File: src/core/tmc_regs.svh
`ifndef TMC_REGS_SVH
`define TMC_REGS_SVH

// High-temperature limit in tenths of a degree Celsius.
`define TMC_THI_MIN 12'h000
`define TMC_THI_MAX 12'h7cf
`define TMC_THI_RST 12'h3e8
// Current limit in milliamperes.
`define TMC_ILIM_RST 16'h07d0
// Shutdown-enable bit of weight 8 is the high-temperature condition.
`define TMC_OFF_RST 16'h0008
`define TMC_HT_BIT 3
// Mode codes.
`define TMC_MODE_ITE 2'h0
`define TMC_MODE_R 2'h1
`define TMC_MODE_T 2'h2
// Command opcodes.
`define TMC_OP_NONE 4'h0
`define TMC_OP_QLIM_I 4'h1
`define TMC_OP_SLIM_I 4'h2
`define TMC_OP_QTHI 4'h3
`define TMC_OP_STHI 4'h4
`define TMC_OP_QMODE 4'h5
`define TMC_OP_MODE_I 4'h6
`define TMC_OP_MODE_R 4'h7
`define TMC_OP_MODE_T 4'h8
`define TMC_OP_OUT 4'h9
`define TMC_OP_QOUT 4'ha
`define TMC_OP_SOFF 4'hb
// Mode reply characters.
`define TMC_CH_I 24'h495445
`define TMC_CH_R 24'h000052
`define TMC_CH_T 24'h000054
// Parameter indicator codes.
`define TMC_PLED_ILIM 2'h1
`define TMC_PLED_THI 2'h2
// Event bit set by a high-temperature trip.
`define TMC_EV_RST 16'h0000

`endif

File: src/core/tmc_pkg.sv
package tmc_pkg;
    typedef logic [1:0] tmc_mode_t;
    typedef enum logic [1:0] {
        TMC_P_ILIM = 2'b00,
        TMC_P_THI = 2'b01
    } tmc_par_t;
    typedef enum logic [1:0] {
        TMC_S_IDLE = 2'b00,
        TMC_S_EXEC = 2'b01,
        TMC_S_REPLY = 2'b10
    } tmc_state_t;
endpackage : tmc_pkg

File: src/core/tmc_edge.sv
`timescale 1ns/1ps
// Rising-edge detector for a front-panel switch, one pulse per press.
module tmc_edge
    import tmc_pkg::*;
#(
    parameter int N = 3
) (
    // Clock and reset.
    input wire logic clk,
    input wire logic rst_n,
    // Switch levels and press pulses.
    input wire logic [N-1:0] lvl,
    output logic [N-1:0] press
);
    logic [N-1:0] prev_ff;
    logic [N-1:0] nxt_prev;

    always_comb begin
        nxt_prev = lvl;
        press = lvl & ~prev_ff;
    end

    always_ff @(posedge clk) begin
        if (!rst_n) begin
            prev_ff <= '0;
        end else begin
            prev_ff <= nxt_prev;
        end
    end
endmodule : tmc_edge

File: src/core/tmc_ctrl.sv
`timescale 1ns/1ps
`include "tmc_regs.svh"
// Overview of operation
// - Current-limit query returns stored milliamperes value.
// - Temperature limit accepted only 0 to 199.9.
// - Reaching the limit switches output off.
// - Limit check only in R and T.
// - Output-on refused while over limit.
// - Mode query answers ITE, R or T.
// - Mode selects the regulated quantity.
// - Current mode regulates drive current.
// - Mode change forces output off, shows set point; a panel output press in the same cycle as a remote change toggles it back on.
// - Resistance mode uses set point directly.
// - Temperature mode converts set point first.
// - Output command: 1 on, 0 off.
// - Panel output switch toggles output.
// - Panel mode switch advances mode, lights indicator.
// - Panel parameter switch advances shown parameter.
// - Weight-8 bit is high-temperature condition.
// - Output query returns 0 off, 1 on.
module tmc_ctrl
    import tmc_pkg::*;
#(
    parameter int TW = 12,
    parameter int DW = 16
) (
    // Clock and reset.
    input wire logic clk,
    input wire logic rst_n,
    // Host command.
    input wire logic cmd_valid,
    input wire logic [3:0] cmd_op,
    input wire logic [DW-1:0] cmd_arg,
    // Host reply.
    output logic rsp_valid,
    output logic [23:0] rsp_data,
    output logic cmd_err,
    // Front-panel switches, high while pressed.
    input wire logic sw_out,
    input wire logic sw_mode,
    input wire logic sw_par,
    // Measured load temperature, tenths of a degree Celsius.
    input wire logic [TW-1:0] load_temp,
    // Loop and display.
    output logic out_on,
    output logic [1:0] mode,
    output logic [2:0] mode_led,
    output logic [1:0] par_led,
    output logic show_setpt,
    output logic use_conv,
    output logic [DW-1:0] ilim,
    output logic [TW-1:0] thi,
    output logic [DW-1:0] event_bits
);
    // The limit and reply fields are sized for these minimum widths.
    if (TW < 12) begin : g_tw_check
        $error("tmc_ctrl: TW below 12");
    end
    if (DW < 16) begin : g_dw_check
        $error("tmc_ctrl: DW below 16");
    end

    logic [2:0] press;
    tmc_state_t st_ff, nxt_st;
    logic [3:0] op_ff, nxt_op;
    logic [DW-1:0] arg_ff, nxt_arg;
    tmc_mode_t mode_ff, nxt_mode;
    logic out_ff, nxt_out;
    logic [DW-1:0] ilim_ff, nxt_ilim;
    logic [TW-1:0] thi_ff, nxt_thi;
    logic [DW-1:0] off_en_ff, nxt_off_en;
    logic [DW-1:0] ev_ff, nxt_ev;
    tmc_par_t par_ff, nxt_par;
    logic rv_ff, nxt_rv;
    logic [23:0] rd_ff, nxt_rd;
    logic err_ff, nxt_err;
    logic show_ff, nxt_show;
    logic trip;

    tmc_edge #(.N(3)) u_edge (
        .clk(clk),
        .rst_n(rst_n),
        .lvl({sw_par, sw_mode, sw_out}),
        .press(press)
    );

    function automatic logic in_window(input tmc_mode_t m);
        in_window = (m == `TMC_MODE_R) || (m == `TMC_MODE_T);
    endfunction : in_window

    function automatic logic hot(input tmc_mode_t m,
                                 input logic [TW-1:0] t,
                                 input logic [TW-1:0] lim,
                                 input logic [DW-1:0] en);
        hot = in_window(m) && en[`TMC_HT_BIT] && (t >= lim);
    endfunction : hot

    function automatic tmc_mode_t next_mode(input tmc_mode_t m);
        next_mode = (m == `TMC_MODE_T) ? `TMC_MODE_ITE : m + 2'h1;
    endfunction : next_mode

    // Maps a mode command onto its stored mode code.
    function automatic tmc_mode_t cmd_mode(input logic [3:0] op);
        if (op == `TMC_OP_MODE_I) begin
            cmd_mode = `TMC_MODE_ITE;
        end else if (op == `TMC_OP_MODE_R) begin
            cmd_mode = `TMC_MODE_R;
        end else begin
            cmd_mode = `TMC_MODE_T;
        end
    endfunction : cmd_mode

    assign trip = hot(mode_ff, load_temp, thi_ff, off_en_ff);

    always_comb begin
        nxt_st = st_ff;
        nxt_op = op_ff;
        nxt_arg = arg_ff;
        nxt_mode = mode_ff;
        nxt_out = out_ff;
        nxt_ilim = ilim_ff;
        nxt_thi = thi_ff;
        nxt_off_en = off_en_ff;
        nxt_ev = ev_ff;
        nxt_par = par_ff;
        nxt_rv = 1'b0;
        nxt_rd = rd_ff;
        nxt_err = 1'b0;
        nxt_show = 1'b0;
        case (st_ff)
            TMC_S_IDLE: begin
                if (cmd_valid) begin
                    nxt_op = cmd_op;
                    nxt_arg = cmd_arg;
                    nxt_st = TMC_S_EXEC;
                end
            end
            TMC_S_EXEC: begin
                nxt_st = TMC_S_IDLE;
                if (op_ff == `TMC_OP_QLIM_I) begin
                    nxt_rd = {8'h00, ilim_ff[15:0]};
                    nxt_st = TMC_S_REPLY;
                end else if (op_ff == `TMC_OP_SLIM_I) begin
                    nxt_ilim = arg_ff;
                end else if (op_ff == `TMC_OP_QTHI) begin
                    nxt_rd = {12'h000, thi_ff[11:0]};
                    nxt_st = TMC_S_REPLY;
                end else if (op_ff == `TMC_OP_STHI) begin
                    if (arg_ff[TW-1:0] <= `TMC_THI_MAX
                        && arg_ff[DW-1:TW] == '0) begin
                        nxt_thi = arg_ff[TW-1:0];
                    end else begin
                        nxt_err = 1'b1;
                    end
                end else if (op_ff == `TMC_OP_QMODE) begin
                    case (mode_ff)
                        `TMC_MODE_ITE: nxt_rd = `TMC_CH_I;
                        `TMC_MODE_R: nxt_rd = `TMC_CH_R;
                        default: nxt_rd = `TMC_CH_T;
                    endcase
                    nxt_st = TMC_S_REPLY;
                end else if (op_ff == `TMC_OP_MODE_I
                             || op_ff == `TMC_OP_MODE_R
                             || op_ff == `TMC_OP_MODE_T) begin
                    nxt_mode = cmd_mode(op_ff);
                    // Reselecting the active mode leaves the output alone.
                    if (nxt_mode != mode_ff) begin
                        nxt_out = 1'b0;
                        nxt_show = 1'b1;
                    end
                end else if (op_ff == `TMC_OP_OUT) begin
                    // Arguments other than 0 and 1 are refused, not guessed.
                    if (arg_ff == 16'h0001) begin
                        if (trip) begin
                            nxt_err = 1'b1;
                        end else begin
                            nxt_out = 1'b1;
                        end
                    end else if (arg_ff == 16'h0000) begin
                        nxt_out = 1'b0;
                    end else begin
                        nxt_err = 1'b1;
                    end
                end else if (op_ff == `TMC_OP_QOUT) begin
                    nxt_rd = {23'h0, out_ff};
                    nxt_st = TMC_S_REPLY;
                end else if (op_ff == `TMC_OP_SOFF) begin
                    // The whole mask is kept; only the limit bit acts here.
                    nxt_off_en = arg_ff;
                end else begin
                    nxt_err = 1'b1;
                end
            end
            TMC_S_REPLY: begin
                // Data settled a cycle earlier, so valid meets a still word.
                nxt_rv = 1'b1;
                nxt_st = TMC_S_IDLE;
            end
            default: nxt_st = TMC_S_IDLE;
        endcase
        // Panel presses act after remote commands in the same cycle.
        if (press[0]) begin
            nxt_out = trip ? 1'b0 : ~nxt_out;
        end
        if (press[1]) begin
            nxt_mode = next_mode(nxt_mode);
            nxt_out = 1'b0;
            nxt_show = 1'b1;
        end
        if (press[2]) begin
            nxt_par = (par_ff == TMC_P_ILIM) ? TMC_P_THI : TMC_P_ILIM;
        end
        // The trip wins over any turn-on, so a hot load never starts in R or T while the weight-8 enable bit is set.
        if (hot(nxt_mode, load_temp, nxt_thi, nxt_off_en)) begin
            nxt_out = 1'b0;
        end
        // Sticky until reset, since nothing here reads and clears it.
        if (trip && in_window(mode_ff)) begin
            nxt_ev[`TMC_HT_BIT] = 1'b1;
        end
    end

    always_ff @(posedge clk) begin
        if (!rst_n) begin
            st_ff <= TMC_S_IDLE;
            op_ff <= `TMC_OP_NONE;
            arg_ff <= '0;
            mode_ff <= `TMC_MODE_ITE;
            out_ff <= 1'b0;
            ilim_ff <= `TMC_ILIM_RST;
            thi_ff <= `TMC_THI_RST;
            off_en_ff <= `TMC_OFF_RST;
            ev_ff <= `TMC_EV_RST;
            par_ff <= TMC_P_ILIM;
            rv_ff <= 1'b0;
            rd_ff <= '0;
            err_ff <= 1'b0;
            show_ff <= 1'b0;
        end else begin
            st_ff <= nxt_st;
            op_ff <= nxt_op;
            arg_ff <= nxt_arg;
            mode_ff <= nxt_mode;
            out_ff <= nxt_out;
            ilim_ff <= nxt_ilim;
            thi_ff <= nxt_thi;
            off_en_ff <= nxt_off_en;
            ev_ff <= nxt_ev;
            par_ff <= nxt_par;
            rv_ff <= nxt_rv;
            rd_ff <= nxt_rd;
            err_ff <= nxt_err;
            show_ff <= nxt_show;
        end
    end

    // Mode steers the loop: constant current, direct R, or converted T.
    logic [2:0] led_ff, nxt_led;
    logic conv_ff, nxt_conv;
    always_comb begin
        nxt_led = 3'h1 << nxt_mode;
        nxt_conv = (nxt_mode == `TMC_MODE_T);
    end
    always_ff @(posedge clk) begin
        if (!rst_n) begin
            led_ff <= 3'h1;
            conv_ff <= 1'b0;
        end else begin
            led_ff <= nxt_led;
            conv_ff <= nxt_conv;
        end
    end

    // Parameter indicator, registered so the panel never sees a glitch.
    logic [1:0] pled_ff, nxt_pled;
    always_comb begin
        nxt_pled = (nxt_par == TMC_P_ILIM) ? `TMC_PLED_ILIM : `TMC_PLED_THI;
    end
    always_ff @(posedge clk) begin
        if (!rst_n) begin
            pled_ff <= `TMC_PLED_ILIM;
        end else begin
            pled_ff <= nxt_pled;
        end
    end

    assign rsp_valid = rv_ff;
    assign rsp_data = rd_ff;
    assign cmd_err = err_ff;
    assign out_on = out_ff;
    assign mode = mode_ff;
    assign mode_led = led_ff;
    assign par_led = pled_ff;
    assign show_setpt = show_ff;
    assign use_conv = conv_ff;
    assign ilim = ilim_ff;
    assign thi = thi_ff;
    assign event_bits = ev_ff;
endmodule : tmc_ctrl

File: config.mk
export PLATFORM = sky130hd
export DESIGN_NAME = tmc_ctrl
export DESIGN_NICKNAME = d
export VERILOG_FILES = /design/src/core/tmc_pkg.sv /design/src/core/tmc_edge.sv /design/src/core/tmc_ctrl.sv
export VERILOG_INCLUDE_DIRS = /design/src /design/src/core
export SDC_FILE = /design/constraint.sdc
export NUM_CORES = 1
export LEC_CHECK = 0
export BUFFER_PORTS_ARGS = -buffer_cell sky130_fd_sc_hd__buf_2
export CORE_UTILIZATION = 37
export DETAILED_ROUTE_END_ITERATION = 16
export PLACE_DENSITY = 0.67
export SYNTH_ARGS = -nofsm -noshare
export SYNTH_HDL_FRONTEND = slang
export SYNTH_SLANG_ARGS = --single-unit
File: constraint.sdc
create_clock -name clk -period 9.2 [get_ports clk]
set_clock_uncertainty 0.15 [all_clocks]
set_input_delay 0.92 -clock clk [delete_from_list [all_inputs] [get_ports clk]]
set_output_delay 0.92 -clock clk [all_outputs]
set_load 0.01 [all_outputs]
==> flow_summary.json, run 1 <==
{
  "insertion_delay_ns": 0.34,
  "wire_per_inst_um": 15.5,
  "max_slew_margin_pct": 32.4,
  "firstDrtPassIters": 5,
  "hold_violations": 0,
  "finalMaxSlewViolations": 0,
  "tightestPinTransition_ns": 1.01,
  "place.gp.congestion": 0.831,
  "p_comb_share_pct": 11.1,
  "netlist_instances": 513,
  "cpPeakStageDelay_ns": 0.67,
  "syn_area_sq_um": 4270,
  "period_needed_ns": 3.76,
  "intPower_mw": 0.664,
  "start_util_pct": 38.7,
  "powerDensity_nw_per_um2": 177,
  "mostFrequentLayoutCells": "buf_2, nand2_1, dfxtp_1",
  "cpMostUsedCell": "a21oi_1",
  "vias": 3796,
  "end_kind": "register",
  "coreArea_sq_um": 11000,
  "rr_endpoint": "out_on$_SDFF_PP0_",
  "postCtsHoldBufs": 0,
  "required_ns": 9.32,
  "viasPerCell": 5.16,
  "area_growth_pct": 17.9,
  "swShare_pct": 25.4,
  "synth_top_area_share_pct": 40.3,
  "tritoncts": "done",
  "pin_count": 118,
  "final_common_cell": "buf_2",
  "timing.final.crit_share_pct": 40.8,
  "synth.distinct_cells": 56,
  "synth_edf_count": 0,
  "cts_max_path_buffers": 2,
  "power_frac_seq_pct": 45.2,
  "cts_resized": 0,
  "grt_remaining_overflow": 0,
  "cp_slowest_cell": "nor2_2",
  "finalPower_mw": 0.891,
  "r2r-start": "op_ff[2]$_SDFFE_PN0P_",
  "rsz0062_at_grt": "no",
  "worst_hold_path.endpoint": "ilim[13]$_SDFFE_PN0P_",
  "clk_pin_slew_ns": 0.06,
  "cp-start-kind": "register",
  "irDropWorstVdd_v": 0.000111,
  "drc": 0,
  "grt_max_degree": 31,
  "outcome": "completed",
  "wl_um": 11400,
  "crit_buf_inv": 0,
  "final-setup-viol-count": 0,
  "yosysTopAreaCell": "dfxtp_1",
  "max_freq_mhz": 266,
  "synthTopCellsByArea": "dfxtp_1, ha_1, nand2_1",
  "clock_sinks": 86,
  "path_cells": "nor2b_1, nand3_1, nor2_2, mux2i_1, ha_1, a21oi_1, nand2_1, a2111o_1, o21ai_0, a21oi_1, a211oi_2",
  "path_delay_family": "simple AND/OR/NAND/NOR gates",
  "critPathKind": "reg -> reg",
  "yosys_register_bits": 86,
  "ys_warn_count": 0,
  "hold_path.class": "reg -> reg",
  "nFillCells": 1105,
  "reg2regPathDepth": 11,
  "drive_above_1_share_pct": 21.0,
  "ys.flop_type": "dfxtp_1",
  "fin_area_sq_um": 5030,
  "dr.first_iter.drc_count": 429,
  "antenna_found_initial": 0,
  "p_switching_mw": 0.227,
  "die_w_um": 109,
  "portBuffers": 97,
  "crit_fanout": 13,
  "h-tree-depth": 3,
  "synth_area_per_cell_sq_um": 8.32,
  "drv_cap": 0,
  "nNetsFinal": 658,
  "antennaDiodeCount": 0,
  "postCtsSetupBuffers": 0,
  "hold-path-cell-count": 2,
  "fin_util_pct": 45.6,
  "die_h_um": 109,
  "rrSetupSlack_ns": 5.44,
  "power_leakage_nw": 2.24,
  "place_hpwl_um": 8520,
  "min_from": "arg_ff[13]$_SDFFE_PN0P_",
  "numCtsBuffers": 9,
  "num_rows": 38,
  "async_reset_ff_share_pct": 0,
  "grt_usage_pct": 19.9,
  "grt_pass1_wl_um": 18000,
  "p_clk_share_pct": 43.7,
  "seq_area_frac_synth_pct": 40.3,
  "placed_area_sq_um": 4710,
  "root_buffer": "clkbuf_16",
  "grt_pass1_vias": 3560,
  "crit_arrival_ns": 3.88,
  "ant_nets": 0,
  "die-area_sq_um": 12000,
  "setup_tns_ns": 0
}
-- layout make-up --
cell class,instances,area [sq um],share of cell area [%]
clock buffer,9,225,4.48
clock inverter,7,96.3,1.91
inverter,20,75.1,1.49
multi-input combinational,375,2240,44.5
sequential,86,1720,34.2
tap,140,175,3.48
timing repair buffer,99,500,9.95
-- Yosys cell counts, drive strengths merged (10+ instances only) --
| cell type | instances |
|---|---|
| buf | 35 |
| nor2 | 41 |
| and2 | 10 |
| inv | 20 |
| a211oi | 12 |
| o21ai | 11 |
| clkbuf | 16 |
| nand3 | 12 |
| a21oi | 46 |
| dfxtp | 86 |
| ha | 29 |
| nand2 | 94 |
| mux2i | 14 |
-- sequential cells by signal (all words and copies together), names as in the netlist, 2 cells and up --
| register | flops |
|---|---|
| thi | 12 |
| mode | 2 |
| par_led | 2 |
| u_edge.prev_ff | 3 |
| arg_ff | 16 |
| mode_led | 3 |
| par_ff | 2 |
| st_ff | 2 |
| ilim | 16 |
| rsp_data | 17 |
| op_ff | 4 |
-- power by group through the flow --
stage | Combinational, mW | Clock, mW | Sequential (mW)
floorplan | 0.0740 | 0 | 0.407
global placement | 0.0971 | 0 | 0.410
detailed placement | 0.0990 | 0 | 0.411
CTS | 0.0994 | 0.397 | 0.402
global route | 0.112 | 0.412 | 0.405
finish | 0.0991 | 0.389 | 0.403
-- how the worst max path moves through the flow --
| stage | start | depth (start not counted) | end | slack (ns) |
|---|---|---|---|---|
| final | op_ff[2]$_SDFFE_PN0P_ | 11 | out_on$_SDFF_PP0_ | 5.44 |
| after global routing | op_ff[2]$_SDFFE_PN0P_ | 11 | out_on$_SDFF_PP0_ | 5.18 |
| after CTS | op_ff[2]$_SDFFE_PN0P_ | 11 | out_on$_SDFF_PP0_ | 5.50 |
| after detailed placement | op_ff[2]$_SDFFE_PN0P_ | 11 | out_on$_SDFF_PP0_ | 5.52 |
| after global placement | op_ff[2]$_SDFFE_PN0P_ | 11 | out_on$_SDFF_PP0_ | 5.65 |
| after floorplan | arg_ff[11]$_SDFFE_PN0P_ | 13 | out_on$_SDFF_PP0_ | 6.18 |
-- stage by stage --
step           hold slack [ns]  instances  setup WS [ns]
2_1_floorplan            0.278        532           6.18
3_3_place_gp             0.298        720           5.65
3_5_place_dp             0.315        720           5.52
4_1_cts                  0.326        736           5.50
5_1_grt                  0.346        736           5.18
6_report                 0.326        736           5.44
-- cell families after synthesis --
| group | after synthesis | share of synthesized area, % |
|---|---|---|
| AO/OA/AOI/OAI | 105 | 15.5 |
| AND/OR/NAND/NOR | 203 | 22.4 |
| other | 1 | 0.0879 |
| multiplexers | 16 | 3.81 |
| buffers and inverters | 71 | 8.91 |
| XOR/XNOR | 2 | 0.411 |
| flip-flops | 86 | 40.3 |
| adder cells (fa/ha/maj) | 29 | 8.50 |
-- worst reg2reg max path, cell delays in order (launching register included) --
cell	delay (ns)
dfxtp_1	0.55
nor2b_1	0.48
nand3_1	0.20
nor2_2	0.67
mux2i_1	0.34
ha_1	0.30
a21oi_1	0.15
nand2_1	0.06
a2111o_1	0.39
o21ai_0	0.18
a21oi_1	0.10
a211oi_2	0.13
-- per-layer routing --
layer  GRT usage [%]  vias to the layer above  wire length [um]
li1                -                     1878                 -
met4            5.62                        0               102
met1            26.2                     1777              5250
met5               0                        -                 0
met3            3.73                        8               765
met2            33.2                      133              5290
(Power assumes the default switching activity.)
==> run 2: changes to the inputs <==
ABC_AREA = 1   (was unset)
clock period = 3.61 ns   (was 9.2 ns; I/O delays follow)
==> flow_summary.json, run 2 <==
{
  "outcome": "completed",
  "timing.final.crit_share_pct": 83.2,
  "synthTopCellsByArea": "dfxtp_1, nand2_1, ha_1",
  "min_from": "sw_mode",
  "netlist_instances": 585,
  "antennaDiodeCount": 0,
  "ys_warn_count": 0,
  "coreArea_sq_um": 11000,
  "synth_top_area_share_pct": 40.3,
  "grt_remaining_overflow": 0,
  "crit_start": "op_ff[0]$_SDFFE_PN0P_",
  "pin_count": 118,
  "cts_resized": 0,
  "synth.distinct_cells": 37,
  "tritoncts": "done",
  "cp-start-kind": "register",
  "grt_pass1_wl_um": 18300,
  "largest_reg_flops": 17,
  "synth_edf_count": 0,
  "grt_usage_pct": 20.1,
  "tightestPinTransition_ns": 0.832,
  "critPathKind": "reg -> reg",
  "wl_um": 11600,
  "cts_max_path_buffers": 2,
  "wire_per_inst_um": 14.2,
  "ant_nets": 0,
  "powerDensity_nw_per_um2": 454,
  "portBuffers": 97,
  "grtUsageMet1_pct": 26.5,
  "die_w_um": 109,
  "worst_hold_slack_ns": 0.0652,
  "synth_area_per_cell_sq_um": 7.31,
  "final_common_cell": "nand2_1",
  "yosysTopAreaCell": "dfxtp_1",
  "postCtsHoldBufs": 0,
  "rsz0062_at_grt": "no",
  "postCtsSetupBuffers": 0,
  "nNetsFinal": 742,
  "setup_tns_ns": 0,
  "viasPerCell": 4.89,
  "insertion_delay_ns": 0.34,
  "r2r-start": "op_ff[0]$_SDFFE_PN0P_",
  "register_area_sq_um": 1720,
  "yosys_register_bits": 86,
  "area_growth_pct": 19.4,
  "drv_cap": 0,
  "async_reset_ff_share_pct": 0,
  "required_ns": 3.69,
  "fin_area_sq_um": 5110,
  "place_hpwl_um": 9010,
  "max_freq_mhz": 333,
  "period_needed_ns": 3.00,
  "h-tree-depth": 3,
  "clk_pin_slew_ns": 0.06,
  "grt_pass1_vias": 3756,
  "max_slew_margin_pct": 44.4,
  "hold_path.class": "in -> reg",
  "hold_violations": 0,
  "crit_fanout": 20,
  "drive_above_1_share_pct": 22.4,
  "rrSetupSlack_ns": 0.61,
  "die-area_sq_um": 12000,
  "grt_util_met2_pct": 32.9,
  "drc": 0,
  "yosysMostFrequentCell": "nand2_1",
  "root_buffer": "clkbuf_16",
  "irDropWorstVdd_v": 0.000200,
  "place.gp.congestion": 0.920,
  "fin_util_pct": 46.3,
  "power_leakage_nw": 2.55,
  "end_kind": "register",
  "met3_usage_pct": 3.44,
  "vias": 4012,
  "syn_area_sq_um": 4280,
  "numCtsBuffers": 9,
  "dr.first_iter.drc_count": 216,
  "finalMaxSlewViolations": 0,
  "placed_area_sq_um": 4790,
  "start_util_pct": 38.8,
  "mostFrequentLayoutCells": "nand2_1, buf_2, dfxtp_1",
  "nFillCells": 1137,
  "ys.flop_type": "dfxtp_1",
  "die_h_um": 109,
  "antenna_found_initial": 0,
  "grt_max_degree": 50,
  "firstDrtPassIters": 5,
  "num_rows": 38,
  "seq_area_frac_synth_pct": 40.3,
  "crit_arrival_ns": 3.08,
  "top_usage_layer": "met2",
  "synth_common_cells": "nand2_1, dfxtp_1, inv_1",
  "final-setup-viol-count": 0,
  "multiInputGateArea_sq_um": 2050,
  "clock_sinks": 86
}
## run 2: cell types whose count changed after synthesis, sizes merged, moves of 8 or more
cell    change
a211oi      -9
nor2b       -8
a21oi      +13
mux2i      -14
nor2       +12
nand2      +24
o21ai      +44
and2       -10
nand2b      -8
inv        +65
## run 2: cell families after synthesis
group	Yosys count	synth area share [%]
and+or+nand+nor	206	20.6
AOI/OAI and AO/OA	134	16.8
buffers and inverters	128	13.5
DFF	86	40.3
adders and majority gates	29	8.49
xor gates and xnor gates	1	0.205
other	1	0.0877
## run 2: area by class of cell
| type | instances | area share, % |
|---|---|---|
| Multi-Input combinational cell | 390 | 40.1 |
| Clock buffer | 9 | 4.41 |
| Inverter | 87 | 6.42 |
| Timing Repair Buffer | 101 | 10.1 |
| Tap cell | 140 | 3.43 |
| Clock inverter | 7 | 1.86 |
| Sequential cell | 86 | 33.7 |
## run 2: worst paths after layout
kind,endpoint,cells after the start
setup / recovery,out_on$_SDFF_PP0_,16
setup reg to reg,out_on$_SDFF_PP0_,16
hold / removal,u_edge.prev_ff[1]$_SDFF_PN0_,3
hold reg to reg,event_bits[3]$_SDFFE_PN0P_,2
## run 2: through the flow
stage	power, mW	setup slack (ns)	cells
global placement	1.33	0.748	804
floorplan	1.25	1.23	604
detailed placement	1.34	0.696	804
CTS	2.34	0.664	820
global route	2.42	0.308	820
finish	2.32	0.607	820
## run 2: where the power goes
group	total (mW)	internal (mW)	leakage, nW	switching, mW
logic	0.291	0.102	1.69	0.190
registers	1.03	0.991	0.702	0.0380
clock network	0.995	0.608	0.156	0.387
## run 2: worst max-delay path: stages (launching register included)
cell,delay [ns]
dfxtp_1,0.37
inv_2,0.11
nand2_1,0.06
a21oi_2,0.23
inv_2,0.09
nor3_4,0.63
nand2_1,0.11
o21ai_1,0.14
inv_2,0.05
ha_1,0.27
nand2_1,0.06
o21ai_0,0.20
nand3_1,0.12
nand4_1,0.12
nand3_1,0.07
nand2_1,0.07
nor2_1,0.04
## run 2: metal layers
layer / up-vias / share of wire [%]
li1: 2030 / -
met1: 1833 / 46
met2: 129 / 46
met3: 20 / 5.7
met4: 0 / 2.0
met5: - / 0
==> run 3: changes to the inputs <==
ABC_AREA = 0   (was 1)
PLACE_DENSITY = 0.69   (was 0.67)
clock period = 2.7 ns   (was 3.61 ns; I/O delays follow)
==> flow_summary.json, run 3 (synthesized netlist as in run 1, its figures left out) <==
{
  "crit_fanout": 5,
  "drive_above_1_share_pct": 26.2,
  "insertion_delay_ns": 0.33,
  "die_h_um": 109,
  "pin_count": 118,
  "period_needed_ns": 2.96,
  "violations": "negative setup slack",
  "antennaDiodeCount": 0,
  "coreArea_sq_um": 11000,
  "max_freq_mhz": 338,
  "clk_pin_slew_ns": 0.06,
  "cts_max_path_buffers": 2,
  "nNetsFinal": 696,
  "clock_sinks": 86,
  "wl_um": 11700,
  "grt_pass1_wl_um": 18100,
  "stdcell_count": 774,
  "irDropWorstVdd_v": 0.000332,
  "wire_per_inst_um": 15.1,
  "tritoncts": "done",
  "drv_cap": 0,
  "nFillCells": 1101,
  "grt_remaining_overflow": 0,
  "setup_tns_ns": -0.257,
  "rsz0062_at_grt": "yes",
  "max_slew_margin_pct": 42.9,
  "setup_slack_ns": -0.257,
  "tightestPinTransition_ns": 0.856,
  "grt_max_degree": 30,
  "num_rows": 38,
  "timing.final.crit_share_pct": 110,
  "critPathKind": "reg -> reg",
  "place.gp.congestion": 0.917,
  "grt_usage_pct": 20.0,
  "cp-start-kind": "register",
  "largest_reg_flops": 17,
  "root_buffer": "clkbuf_16",
  "viasPerCell": 5.14,
  "ant_nets": 0,
  "final-setup-viol-count": 1,
  "placedCellCount": 754,
  "required_ns": 2.77,
  "dr.first_iter.drc_count": 278,
  "finalMaxSlewViolations": 0,
  "place_hpwl_um": 8930,
  "die_w_um": 109,
  "final_common_cell": "buf_2",
  "power_leakage_nw": 2.47,
  "hold_violations": 0,
  "outcome": "complete, but fails checks",
  "start_util_pct": 38.7,
  "die-area_sq_um": 12000,
  "area_growth_pct": 26.1,
  "portBuffers": 97,
  "drc": 0,
  "powerDensity_nw_per_um2": 580,
  "vias": 3977,
  "grt_pass1_vias": 3705,
  "crit_arrival_ns": 3.03,
  "numCtsBuffers": 9,
  "antenna_found_initial": 0,
  "h-tree-depth": 3,
  "hold_path.class": "in -> reg",
  "mostFrequentLayoutCells": "buf_2, nand2_1, dfxtp_1",
  "end_kind": "register",
  "firstDrtPassIters": 6
}
run 3: cell count changes in the layout (fill, tap and decap cells not counted), moves of 10 or more:
cell,change
inv_2,-20
buf_4,+32
mux2i_1,+11
o21ai_0,-28
inv_1,-45
nor2_1,-10
o21ai_1,-17
and2_1,+10
nand2_1,-21
a21oi_1,-13
run 3: power breakdown:
group | leakage [nW] | internal (mW) | switching (mW)
Sequential | 0.701 | 1.32 | 0.0311
Clock | 0.162 | 0.861 | 0.502
Combinational | 1.61 | 0.173 | 0.238
run 3: final timing paths:
path | to | start | depth (start not counted) | slack, ns
max | out_on$_SDFF_PP0_ | arg_ff[14]$_SDFFE_PN0P_ | 13 | -0.26
min | u_edge.prev_ff[2]$_SDFF_PN0_ | sw_par | 2 | 0.003
max reg2reg | out_on$_SDFF_PP0_ | arg_ff[14]$_SDFFE_PN0P_ | 13 | -0.26
min reg2reg | event_bits[3]$_SDFFE_PN0P_ | event_bits[3]$_SDFFE_PN0P_ | 2 | 0.34
run 3: area by class of cell:
type	instances	area [sq um]	area share, %
Sequential cell	86	1720	32.0
Timing Repair Buffer	137	807	15.0
Clock buffer	11	253	4.70
Tap cell	140	175	3.25
Inverter	20	75.1	1.39
Multi-Input combinational cell	375	2270	42.2
Clock inverter	5	81.3	1.51
run 3: stage by stage:
stage | cell area, sq um | hold WS, ns | util (%) | power, mW | setup WS, ns
after floorplan | 4340 | 0.242 | - | 1.64 | -0.220
after global placement | 4980 | 0.314 | 45.2 | 1.77 | -0.261
after detailed placement | 4980 | 0.324 | 45.2 | 1.78 | -0.332
after CTS | 5360 | 0.00108 | 48.6 | 3.14 | -0.297
after global routing | 5380 | 0.0283 | 48.8 | 3.24 | -0.384
final | 5380 | 0.00283 | 48.8 | 3.12 | -0.257
run 3: critical path, stage by stage (launching register included):
cell and delay [ns]:
dfxtp_1 0.31, or4_4 0.54, nor2_4 0.11, o21ai_2 0.07, nor2_4 0.14, buf_6 0.16, buf_4 0.14, mux2i_1 0.27
ha_1 0.23, inv_1 0.05, a221oi_1 0.34, o21ai_1 0.11, a21oi_1 0.17, a211oi_2 0.05
run 3: per-layer routing:
metal | track usage (%) | wire (um)
met3 | 3.68 | 937
met5 | 0 | 0
met2 | 32.1 | 5310
met4 | 7.05 | 197
met1 | 26.9 | 5280
run 3: repair_timing:
| action | CTS | global route |
|---|---|---|
| gates cloned | 0 | 0 |
| gates resized for setup | 2 | 5 |
| buffers inserted | 2 | 0 |
| endpoints found under the hold margin | 2 | 0 |
| endpoints found under the setup margin | 1 | 1 |
| pin swaps | 6 | 3 |
| hold buffers | 2 | 0 |
